[src/pif_pkg.sv]
// Constants and carrier types for the peripheral interrupt flag register
package pif_pkg;
  // Register port geometry
  localparam int ADDR_W = 4;
  localparam int DATA_W = 8;
  // Register offsets
  localparam logic [3:0] OFF_FLAGS = 4'h0;
  localparam logic [3:0] OFF_ENABLE = 4'h1;
  localparam logic [3:0] OFF_CLEAR = 4'h2;
  localparam logic [3:0] OFF_STATUS = 4'h3;
  // Flag bit positions
  localparam int BIT_TIMER1_GATE = 7;
  localparam int BIT_CONVERTER_DONE = 6;
  localparam int BIT_SERIAL_PORT = 3;
  localparam int BIT_TIMER2_MATCH = 1;
  localparam int BIT_TIMER1_OVERFLOW = 0;
  // Implemented bits; 5, 4 and 2 are absent
  localparam logic [7:0] IMPL_MASK = 8'hCB;
  // Reset values
  localparam logic [7:0] FLAGS_RESET = 8'h00;
  localparam logic [7:0] ENABLE_RESET = 8'h00;
  localparam logic [7:0] RDATA_RESET = 8'h00;

  // One-cycle source event pulses from the peripherals
  typedef struct packed {
    logic timer1_gate;
    logic converter_done;
    logic serial_port;
    logic timer2_match;
    logic timer1_overflow;
  } pif_events_t;

  // Register port request
  typedef struct packed {
    logic [3:0] addr;
    logic [7:0] wdata;
    logic wr;
    logic rd;
  } pif_req_t;
endpackage : pif_pkg

[src/pif_flag_reg.sv]
// Peripheral interrupt request flag register with enable and clear
// Notes on behaviour
// - Bit 7 holds timer1 gate pending flag
// - Bit 6 holds converter done pending flag
// - Bit 3 holds serial port pending flag
// - Bit 1 set on timer2 period match
// - Bit 0 set on timer1 overflow
// - Flags set regardless of any enable
//
// The register offsets and the plain strobed port were decided locally.
`timescale 1ns/10ps
module pif_flag_reg (
  input wire logic ref_clk_i,
  input wire logic sys_rst_i,
  input wire pif_pkg::pif_events_t events_i,
  input wire logic [3:0] addr_i,
  input wire logic [7:0] wdata_i,
  input wire logic wr_i,
  input wire logic rd_i,
  output logic [7:0] rdata_o,
  output logic irq_o
);
  // Flag bits, enable register and unregistered next read data
  logic [7:0] flags;
  logic [7:0] enable;
  logic [7:0] next_rdata;

  // Register decode
  wire hit_flags = addr_i == pif_pkg::OFF_FLAGS;
  wire hit_enable = addr_i == pif_pkg::OFF_ENABLE;
  wire hit_clear = addr_i == pif_pkg::OFF_CLEAR;
  wire hit_status = addr_i == pif_pkg::OFF_STATUS;
  wire wr_flags = wr_i & hit_flags;
  wire wr_enable = wr_i & hit_enable;
  wire wr_clear = wr_i & hit_clear;

  // Source events placed at their bit positions; enables play no part
  logic [7:0] hw_set;
  assign hw_set = {events_i.timer1_gate,
                   events_i.converter_done,
                   2'b00,
                   events_i.serial_port,
                   1'b0,
                   events_i.timer2_match,
                   events_i.timer1_overflow};

  // Writing 0 to a flag clears it, writing 1 sets it; clear reg is write-one
  wire [7:0] sw_set = {8{wr_flags}} & wdata_i;
  wire [7:0] sw_clr = ({8{wr_flags}} & ~wdata_i) | ({8{wr_clear}} & wdata_i);

  // One cell per implemented bit, tie-off elsewhere
  genvar gi;
  generate
    for (gi = 0; gi < 8; gi = gi + 1) begin : g_bit
      if (pif_pkg::IMPL_MASK[gi]) begin : g_cell
        pif_flag_cell u_cell (
          .ref_clk_i(ref_clk_i),
          .sys_rst_i(sys_rst_i),
          .hw_set_i(hw_set[gi]),
          .sw_set_i(sw_set[gi]),
          .sw_clr_i(sw_clr[gi]),
          .flag_o(flags[gi])
        );
      end else begin : g_none
        assign flags[gi] = 1'b0;
      end
    end
  endgenerate

  // Enable register; absent bits never store
  always_ff @(posedge ref_clk_i) begin
    if (sys_rst_i) begin
      enable <= pif_pkg::ENABLE_RESET;
    end else if (wr_enable) begin
      enable <= wdata_i & pif_pkg::IMPL_MASK;
    end
  end

  // Read mux; clear register and unmapped offsets read zero
  assign next_rdata = !rd_i ? pif_pkg::RDATA_RESET :
                      (hit_flags | hit_status) ? flags :
                      hit_enable ? enable : pif_pkg::RDATA_RESET;

  // Read data stands only in the cycle after the strobe
  always_ff @(posedge ref_clk_i) begin
    if (sys_rst_i) begin
      rdata_o <= pif_pkg::RDATA_RESET;
    end else begin
      rdata_o <= next_rdata;
    end
  end

  // Level interrupt while any enabled flag is pending.
  // Software should clear old flags first, else an enable fires at once.
  assign irq_o = |(flags & enable);

  // Helper: previous-cycle copies for assertions
  logic [7:0] past_flags;
  logic [7:0] past_hw_set;
  logic past_valid;
  always_ff @(posedge ref_clk_i) begin
    if (sys_rst_i) begin
      past_flags <= 8'h00;
      past_hw_set <= 8'h00;
      past_valid <= 1'b0;
    end else begin
      past_flags <= flags;
      past_hw_set <= hw_set;
      past_valid <= 1'b1;
    end
  end
endmodule : pif_flag_reg

[src/pif_flag_cell.sv]
// One sticky interrupt flag with hardware set priority
`timescale 1ns/10ps
module pif_flag_cell (
  input wire logic ref_clk_i,
  input wire logic sys_rst_i,
  input wire logic hw_set_i,
  input wire logic sw_set_i,
  input wire logic sw_clr_i,
  output logic flag_o
);
  // Next flag value; any set beats the clear
  logic next_flag;
  assign next_flag = hw_set_i | sw_set_i | (flag_o & ~sw_clr_i);

  // Flag storage, cleared on reset
  always_ff @(posedge ref_clk_i) begin
    if (sys_rst_i) begin
      flag_o <= 1'b0;
    end else begin
      flag_o <= next_flag;
    end
  end
endmodule : pif_flag_cell

[config.mk]
export PLATFORM = sky130hd
export DESIGN_NAME = pif_flag_reg
export DESIGN_NICKNAME = d
export VERILOG_FILES = /design/src/pif_pkg.sv /design/src/pif_flag_reg.sv /design/src/pif_flag_cell.sv
export SDC_FILE = /design/constraint.sdc
export NUM_CORES = 1
export LEC_CHECK = 0
export ABC_AREA = 1
export BUFFER_PORTS_ARGS = -buffer_cell sky130_fd_sc_hd__buf_2
export CELL_PAD_IN_SITES_DETAIL_PLACEMENT = 0
export CELL_PAD_IN_SITES_GLOBAL_PLACEMENT = 1
export CORE_MARGIN = 5
export CORE_UTILIZATION = 33
export DETAILED_ROUTE_END_ITERATION = 6
export PLACE_DENSITY = 0.9
export SLEW_MARGIN = 20
export SYNTH_ARGS = -nofsm -noshare
export SYNTH_HDL_FRONTEND = slang
export SYNTH_SLANG_ARGS = --single-unit
[constraint.sdc]
create_clock -name ref_clk_i -period 1.5 [get_ports ref_clk_i]
set_input_delay 0.075 -clock ref_clk_i [delete_from_list [all_inputs] [get_ports ref_clk_i]]
set_output_delay 0.075 -clock ref_clk_i [all_outputs]
set_load 0.02 [all_outputs]
# [Word level (Yosys, flattened, before mapping)]
# Index checks and enable logic that the tools add are counted.
# W data, S select, Z words.
[word_totals] regBits=15 inputBits=21 out_inout_bits=9
[classes] eq_ne=3 muxes=2 bitwise=31 n_reduce_logical=3
[ops] operator="$and A8 B8 Y8" n=4
[ops] operator="$mux W8" n=2
[ops] operator="$or A1 B1 Y1" n=11
[ops] operator="$and A1 B1 Y1" n=8
[ops] operator="$eq A4 B2 Y1 const B" n=2
[ops] operator="$not A8 Y8" n=1
[ops] operator="$or A8 B8 Y8" n=1
[ops] operator="$reduce_or A8 Y1" n=1
[ops] operator="$not A1 Y1" n=6
[ops] operator="$eq A4 B1 Y1 const B" n=1
[ops] operator="$logic_not A4 Y1" n=1
[ops] operator="$reduce_or A2 Y1" n=1

# [Longest topological paths before layout]
# Gate-level depths: netlist (run 1).
[logic_depth] word_depth=7 depth_mapped=6 ltp_nobuf=6

# [By module]
# A second synthesis (run 1) with hierarchy kept.
[hier_totals] cells_unflattened=119 area_unflattened_um2=794.5
[modules_own_cells] mod="pif_flag_reg" instances=1 cells_per_inst=94 area_each_um2=613.1 seq_area_each_um2=200.2
[modules_own_cells] mod="pif_flag_cell" instances=5 cells_per_inst=5 area_each_um2=36.3 seq_area_each_um2=20.0

# [Least setup slack after synthesis (run 1)]
# Ideal clock, no wire load.
[synth_timing] path_kind="register to output" from="register g_bit[1].g_cell.u_cell.flag_o" to="output irq_o" arrival_time_ns=0.770 slack_ns=0.655 path_stages_with_launch=5 cell_sequence="dfxtp_1 -> nand2_1 -> nand2_1 -> a221oi_1 -> nand2_1"
[synth_between] elab_chain_cells=2
[synth_rtl] element="from (decl)" line="pif_flag_cell.sv:9" text="output logic flag_o"
[synth_rtl] element="from (signal assigned)" line="pif_flag_cell.sv:20" text="flag_o <= next_flag;"
[synth_rtl] element="$and A8 B8 Y8" line="pif_flag_reg.sv:95" text="assign irq_o = |(flags & enable);"
[synth_rtl] element="$reduce_or A8 Y1" line="pif_flag_reg.sv:95"
[synth_rtl] element="to (decl)" line="pif_flag_reg.sv:21" text="output logic irq_o"
# No other way between the ends.

# [Worst setup path in the final report (run 1)]
# Ends and elaborated chain as after synthesis.

==> results of run 1 <==
critical path, stage by stage, from the launching register on:
cell	delay, ns
sky130_fd_sc_hd__dfxtp_1	0.34
sky130_fd_sc_hd__nand2_1	0.07
sky130_fd_sc_hd__nand2_1	0.05
sky130_fd_sc_hd__a221oi_1	0.21
sky130_fd_sc_hd__nand2_1	0.08
sky130_fd_sc_hd__buf_2	0.17
cell type report:
class                   instances  area (µm²)  area share
repair buffers                 23       115.1      0.1318
inverters                      13       48.80     0.05587
clock buffers                   4       26.28     0.03009
multi-input cells              75       349.1      0.3997
flip-flops and latches         15       300.3      0.3438
well taps                      27       33.78     0.03868
Yosys cell counts, drive strengths merged:
| master | instances | area, µm² |
|---|---|---|
| a21oi | 15 | 75.07 |
| a221oi | 1 | 8.760 |
| and3 | 1 | 6.260 |
| buf | 3 | 22.52 |
| conb | 1 | 3.750 |
| dfxtp | 15 | 300.3 |
| inv | 13 | 48.80 |
| nand2 | 34 | 132.6 |
| nand3 | 1 | 10.01 |
| nor2 | 14 | 70.07 |
| nor3 | 1 | 10.01 |
| o21ai | 5 | 25.02 |
metal layers:
layer / global-route usage / vias to the layer above
met5: 0 / -
met4: 0.03390 / 0
met2: 0.1766 / 16
met1: 0.1190 / 301
li1: - / 372
met3: 0.04817 / 0
flip-flops by register name, summed over array words and instances (netlist names):
name	count
enable	5
g_bit.g_cell.u_cell.flag_o	5
rdata_o	5
worst paths after layout:
path / from / endpoint / slack [ns] / cells past startpoint
setup reg to reg: g_bit[1].g_cell.u_cell.flag_o / g_bit[1].g_cell.u_cell.flag_o / 0.80 / 4
setup / recovery: g_bit[1].g_cell.u_cell.flag_o / irq_o / 0.25 / 5
hold / removal: sys_rst_i / g_bit[0].g_cell.u_cell.flag_o / 0.05 / 2
hold reg to reg: g_bit[7].g_cell.u_cell.flag_o / rdata_o[7] / 0.49 / 2
layout by cell type, fill, tap and decap left out, drive strengths merged:
cell and instances:
inv 13, conb 3, o21ai 5, a221oi 1, nor3 1, buf 23
and3 1, dfxtp 15, clkbuf 4, nand2 34, a21oi 15, nand3 1
nor2 14
metrics by stage:
| stage | cells | utilization |
|---|---|---|
| after global routing | 157 | 0.4363 |
| final | 157 | 0.4363 |
| after global placement | 153 | 0.4231 |
| after CTS | 157 | 0.4363 |
| after detailed placement | 153 | 0.4231 |
| after floorplan | 106 | - |
power breakdown:
part	switching, W	internal [W]
registers	0.0000111	0.000412
logic	0.0000601	0.0000383
clock network	0.000116	0.000103
total	0.000188	0.000554
cells by family (layout without fill, tap and decap cells):
group,count (synthesis),after routing,share of synthesized area
DFF,15,15,0.4211
AOI/OAI and AO/OA,21,21,0.1526
other,1,3,0.005258
buffers and inverters,16,40,0.1000
and+or+nand+nor,51,51,0.3211
==> results.md, run 1 <==
- Post-CTS repair changed the size of 0 cells.
- In this run the worst hold path is classified as primary input to register.
- The buffer count from post-CTS setup fixing is 0.
- Across all hold checks on the routed design, the worst slack comes to 0.05417 ns.
- Wire segments on met3 add up to 100 µm in the final route.
- The first TritonRoute pass finished after 4 iterations.
- The post-route total power is 0.0007412 W.
- The final layout contains routed wiring with a total length of 1564 µm.
- The power density over the cells is 848.7 nW/µm².
- The final cycle utilization of the critical path is 0.8335.
- The count of synthesis-stage warnings from yosys is 0.
- The maximum vdd drop is 0.4368 mV.
- The H-tree level count is 1.
- Measured along the y axis, the die boundary spans 56.49 µm.
- Static timing analysis puts the maximum clock frequency at 799.8 MHz.
- The clock passes through at most 2 buffers.
- The layout-stage area growth over the synthesis result is 22.46%.
- The max-capacitance violation count is 0.
- The total congestion overflow is 0.
- The flow ran to the end, and the final reports show no timing, DRC or antenna violations.
- The data required time at the worst endpoint is 1.42 ns.
- The number of antenna violations at the first check in global routing came to 0.
- The area inside the core boundary is 2002 µm².
- The DRC violations left is 0.
- After clock tree synthesis, the clock-pin slew on the worst setup and hold paths is 0.08 ns.
- The worst path meets setup with 0.2497 ns of slack.
- The first global-routing pass estimated 2725 µm of wire.
- Of all nets on the critical path, the largest fanout is 3.
- In this run the remaining antenna-violating nets after routing total 0.
- The mean cell area of the mapped netlist is 6.858 µm².
- The count of antenna diodes in the layout is 0.
- The insertion delay to the later sink of the worst-skew pair is 0.27 ns.
- Once placement finished, the instance area stood at 847.1 µm².
- Entering global routing, the biggest net connects 11 pins.
- The number of filler cells placed in the layout is 224.
- The setup slack after placement is 0.4948 ns.
- The weighted congestion at the end of routability-driven global placement is 0.7597.
- The floorplan die width is 56.49 µm.
- The number of global-route vias before repair was 698.
- Across the routed clock network, the largest skew measured is 0.003101 ns.
- The count of endpoints failing hold in the final timing report was 0.
- Synthesis instantiated 15 different standard cells from the library.
- After legalization and detailed placement, the total HPWL measured 1292 µm.
- The total global-route track usage is 0.1059.
- For this design, the sink count on the clock tree is 15.
- After detailed routing, the wire length on met1 is 662 µm.
- The area of all placed cells without fillers is 873.3 µm².
- The startpoint type of the worst setup path is a register.
- In the final design database the tool counted 152 nets.
- The die covers 3191 µm².
- The max-slew violation count is 0.
- The via density per instance is 4.389.
- The initial DRC count is 18.
- Counting every instance in the synthesized netlist gives 104.
- Wire segments on met2 add up to 801 µm in the final route.
- Summed over all failing endpoints, the final setup total negative slack is 0 ns.
- For this configuration, the core starts out at a cell density of 0.3562.
- Subtracting the final worst setup slack from the clock period gives 1.250 ns.
- In this run the count of I/O pins placed on the die edge is 30.
- The share of the yosys chip area belonging to registers is 0.4211.
- Of the cells placed in the final design, the portion with a size suffix greater than 1 is 0.2538.
- Setup violations remaining at the end of the flow were counted as 0.
- The number of rows created at floorplan is 16.
- The via count is 689.
- The tree is rooted in a sky130_fd_sc_hd__clkbuf_4.
- The data arrival time at the worst-slack endpoint is 1.18 ns.
- The CTS tree is done.
- The synthesized netlist occupies a cell area of 713.2 µm².
- In this run the static leakage power is 0.4461 nW.
- Setup repair after global routing left no endpoint under its margin.
- Buffers placed on the I/O ports in this run total 23.
- In the final routed layout, each cell accounts on average for 9.962 µm.
- Clock tree synthesis inserted a total of 3 buffers.
- After clock tree synthesis, the flow added hold-fix buffers numbering 0.
- By startpoint and endpoint, the worst setup path is classified as register to output port.
- Counting flops and latches in the post-synthesis netlist gives 15.
- The worst setup path is captured at an output port.
- The top routing layer in use is met3.
Note: power is estimated with default switching activity, not from simulation.
==> run 2, diff against run 1 <==
--- a/config.mk
+++ b/config.mk
@@ -9,10 +9,11 @@
 export BUFFER_PORTS_ARGS = -buffer_cell sky130_fd_sc_hd__buf_2
 export CELL_PAD_IN_SITES_DETAIL_PLACEMENT = 0
 export CELL_PAD_IN_SITES_GLOBAL_PLACEMENT = 1
+export CORE_ASPECT_RATIO = 1.75
 export CORE_MARGIN = 5
-export CORE_UTILIZATION = 33
+export CORE_UTILIZATION = 27
 export DETAILED_ROUTE_END_ITERATION = 6
-export PLACE_DENSITY = 0.9
+export PLACE_DENSITY = 0.8
 export SLEW_MARGIN = 20
 export SYNTH_ARGS = -nofsm -noshare
 export SYNTH_HDL_FRONTEND = slang
==> constraint.sdc (replaced) <==
create_clock -name ref_clk_i -period 1.1 [get_ports ref_clk_i]
set_input_delay 0.055 -clock ref_clk_i [delete_from_list [all_inputs] [get_ports ref_clk_i]]
set_output_delay 0.055 -clock ref_clk_i [all_outputs]
set_load 0.02 [all_outputs]
==> results.md, run 2 (synthesized netlist as in run 1, its figures left out) <==
- The flow ran to the end, but the final reports show violations.
- The final reports fail on setup timing.
- The die covers 3810 µm².
- The area inside the core boundary is 2522 µm².
- The count of antenna diodes in the layout is 0.
- The initial DRC count is 20.
- STA puts the critical path data required time at 1.04 ns.
- The number of sinks driven by the clock tree is 15.
- In the final layout, the multi-input gates occupy 362.8 µm².
- The library cells used most frequently in the layout, excluding fill and tap cells, are sky130_fd_sc_hd__nand2_1 (29), sky130_fd_sc_hd__buf_2 (22), sky130_fd_sc_hd__a21oi_1 (15).
- Setup repair after global routing could not meet its margin everywhere.
- The clock reaches the later pin of the worst-skew pair after 0.25 ns.
- The critical path start-end classification is register to output port.
- The HPWL after detailed placement is 1374 µm.
- Entering global routing, the biggest net connects 11 pins.
- The tool flagged a number of max-cap violations equal to 0.
- The root buffer cell chosen for the clock tree is sky130_fd_sc_hd__clkbuf_8.
- The worst path in the final design needs a cycle of 1.166 ns, including I/O delays and setup.
- The worst setup path is launched from a register.
- The max-slew violation count came to 0.
- The largest buffer count on any clock path is 2.
- The total congestion overflow is 0.
- In this run the number of H-tree levels came out at 1.
- Summed over all cells, the static leakage comes to 0.4751 nW.
- Leaving out fill and tap cells, the most frequent cell in the layout is sky130_fd_sc_hd__nand2_1.
- The total global-route track usage is 0.1033.
- On the final layout, the worst clock skew is 0.001591 ns.
- The congestion estimate from routability-driven global placement came to 0.7964.
- Clock-pin slew was measured on the worst setup and hold paths at 0.06 ns.
- The met3 capacity usage during global routing is 0.02299.
- The sum of routed wire length over all layers is 1803 µm.
- The via density per instance is 4.597.
- For this configuration, the core starts out at a cell density of 0.2827.
- TritonCTS built the clock tree.
- The routed length per instance is 11.34 µm.
- Of the cells placed in the final design, the portion with a size suffix greater than 1 is 0.3308.
- IR analysis of the VDD net gives a maximum drop of 0.5513 mV.
- The area of all placed cells without fillers is 938.4 µm².
- The first-pass iteration count of the detailed router is 4.
- The cell count of the worst hold path is 2.
- The power density over the cells is 1253 nW/µm².
- Of the available clock period, the critical path in the final layout requires 1.060.
- Setup slack on the critical path of the routed design comes to -0.06557 ns.
- The worst register-to-register path ends at g_bit[1].g_cell.u_cell.flag_o.
- The net total in the final layout is 155.
- Of all nets on the critical path, the largest fanout is 3.
- The layout has 285 filler cells.
- After global routing, the most crowded layer is met2.
- For the worst flop-to-flop path, the logic depth is 5.
- The floorplan die width is 48.85 µm.
- The routed layout has 731 vias.
- Summing all flip-flop and latch instances after layout gives 305.3 µm².
- The sort of element at the end of the critical path is an output port.
- In this run the register-to-register setup slack is 0.33 ns.
- The post-route total power is 0.001176 W.
- The count of endpoints failing hold in the final timing report was 0.
- The data arrival time at the worst-slack endpoint is 1.11 ns.
- The met1 track utilization from global routing is 0.09942.
- The largest registers in the layout are enable: 5 flops, g_bit.g_cell.u_cell.flag_o: 5 flops, rdata_o: 5 flops.
- Pin placement for this block handled 30 I/O pins.
- The first global-routing pass estimated 3056 µm of wire.
- From synthesis to final layout, the design area changed by 31.58%.
- From bottom edge to top edge, the die measures 77.99 µm.
- The worst min-delay path startpoint is sys_rst_i.
- After floorplanning, the core was divided into 24 placement rows.
- The number of antenna violations at the first check in global routing was 0.
- The total CTS buffers is 3.
- The type of the worst min-delay path is primary input to register.
- After detailed routing, the number of remaining DRC violations is 0.
- The global-route track usage on met2 is 0.1872.
- Measured on the finished design, the core utilization comes to 0.3720.
- The count of input and output buffers is 23.
- The detail route stage leaves a number of antenna-violating nets equal to 0.
- The cell area after placement is 845.8 µm².
- The number of global-route vias before repair is 705.
- The number of setup violations in the final report is 1.
- The launching point of the worst reg2reg path is g_bit[1].g_cell.u_cell.flag_o.
- Timing would allow up to 858.0 MHz.
- The endpoint with the worst hold slack is g_bit[1].g_cell.u_cell.flag_o.
## run 2: cell types whose count changed in the layout (fill, tap and decap cells not counted), moves of 3 or more
cell / change
sky130_fd_sc_hd__clkbuf_8: +3
sky130_fd_sc_hd__dfxtp_1: -4
sky130_fd_sc_hd__nand2_1: -3
sky130_fd_sc_hd__nand2_2: +3
sky130_fd_sc_hd__dfxtp_2: +4
sky130_fd_sc_hd__buf_4: +3
sky130_fd_sc_hd__clkbuf_4: -3
## run 2: routing by layer
metal  vias up  share of wire  wire [µm]
met2        15           0.56       1018
met4         0          0.028         51
met5         -              0          0
li1        380              -          -
met1       332           0.36        657
met3         4          0.041         74
## run 2: where the power goes
| part | switching, W | internal, W | leakage [nW] |
|---|---|---|---|
| logic | 0.0000879 | 0.0000621 | 0.328 |
| registers | 0.0000153 | 0.000565 | 0.124 |
| clock network | 0.000189 | 0.000257 | 0.0228 |
## run 2: area by class of cell
class / instances / share of cell area
Tap cell: 26 / 0.03467
Timing Repair Buffer: 26 / 0.1533
Multi-Input combinational cell: 75 / 0.3867
Sequential cell: 15 / 0.3253
Clock buffer: 4 / 0.04800
Inverter: 13 / 0.05200
## run 2: worst max path at each step
stage / cells past startpoint / to / start
2_1_floorplan: 4 / irq_o / g_bit[1].g_cell.u_cell.flag_o
4_1_cts: 5 / irq_o / enable[1]
3_5_place_dp: 7 / g_bit[1].g_cell.u_cell.flag_o / addr_i[3]
3_3_place_gp: 5 / irq_o / g_bit[1].g_cell.u_cell.flag_o
5_1_grt: 5 / irq_o / g_bit[0].g_cell.u_cell.flag_o
6_report: 5 / irq_o / enable[0]
## run 2: what timing repair did
item	4_1_cts	5_1_grt
pin swaps	3	0
hold buffers	0	0
setup buffers	3	0
hold endpoints to repair	0	0
cloned	0	0
gates resized for setup	7	3
setup endpoints to repair	1	1
## run 2: metrics by stage
| stage | setup TNS [ns] | instances | setup slack [ns] | hold slack (ns) |
|---|---|---|---|---|
| after detailed placement | 0 | 152 | 0.09428 | 0.3211 |
| after CTS | -0.04136 | 159 | -0.04136 | 0.05307 |
| after global routing | -0.1442 | 159 | -0.1442 | 0.04889 |
| final | -0.06557 | 159 | -0.06557 | 0.04731 |
| after global placement | 0 | 152 | 0.1320 | 0.3150 |
| after floorplan | 0 | 106 | 0.2751 | 0.1241 |
## run 2: worst max-delay path, cell delays in order (launching register included)
cell,delay (ns)
sky130_fd_sc_hd__dfxtp_2,0.33
sky130_fd_sc_hd__nand2_2,0.07
sky130_fd_sc_hd__nand2_2,0.06
sky130_fd_sc_hd__a221oi_2,0.18
sky130_fd_sc_hd__nand2_1,0.09
sky130_fd_sc_hd__buf_6,0.13
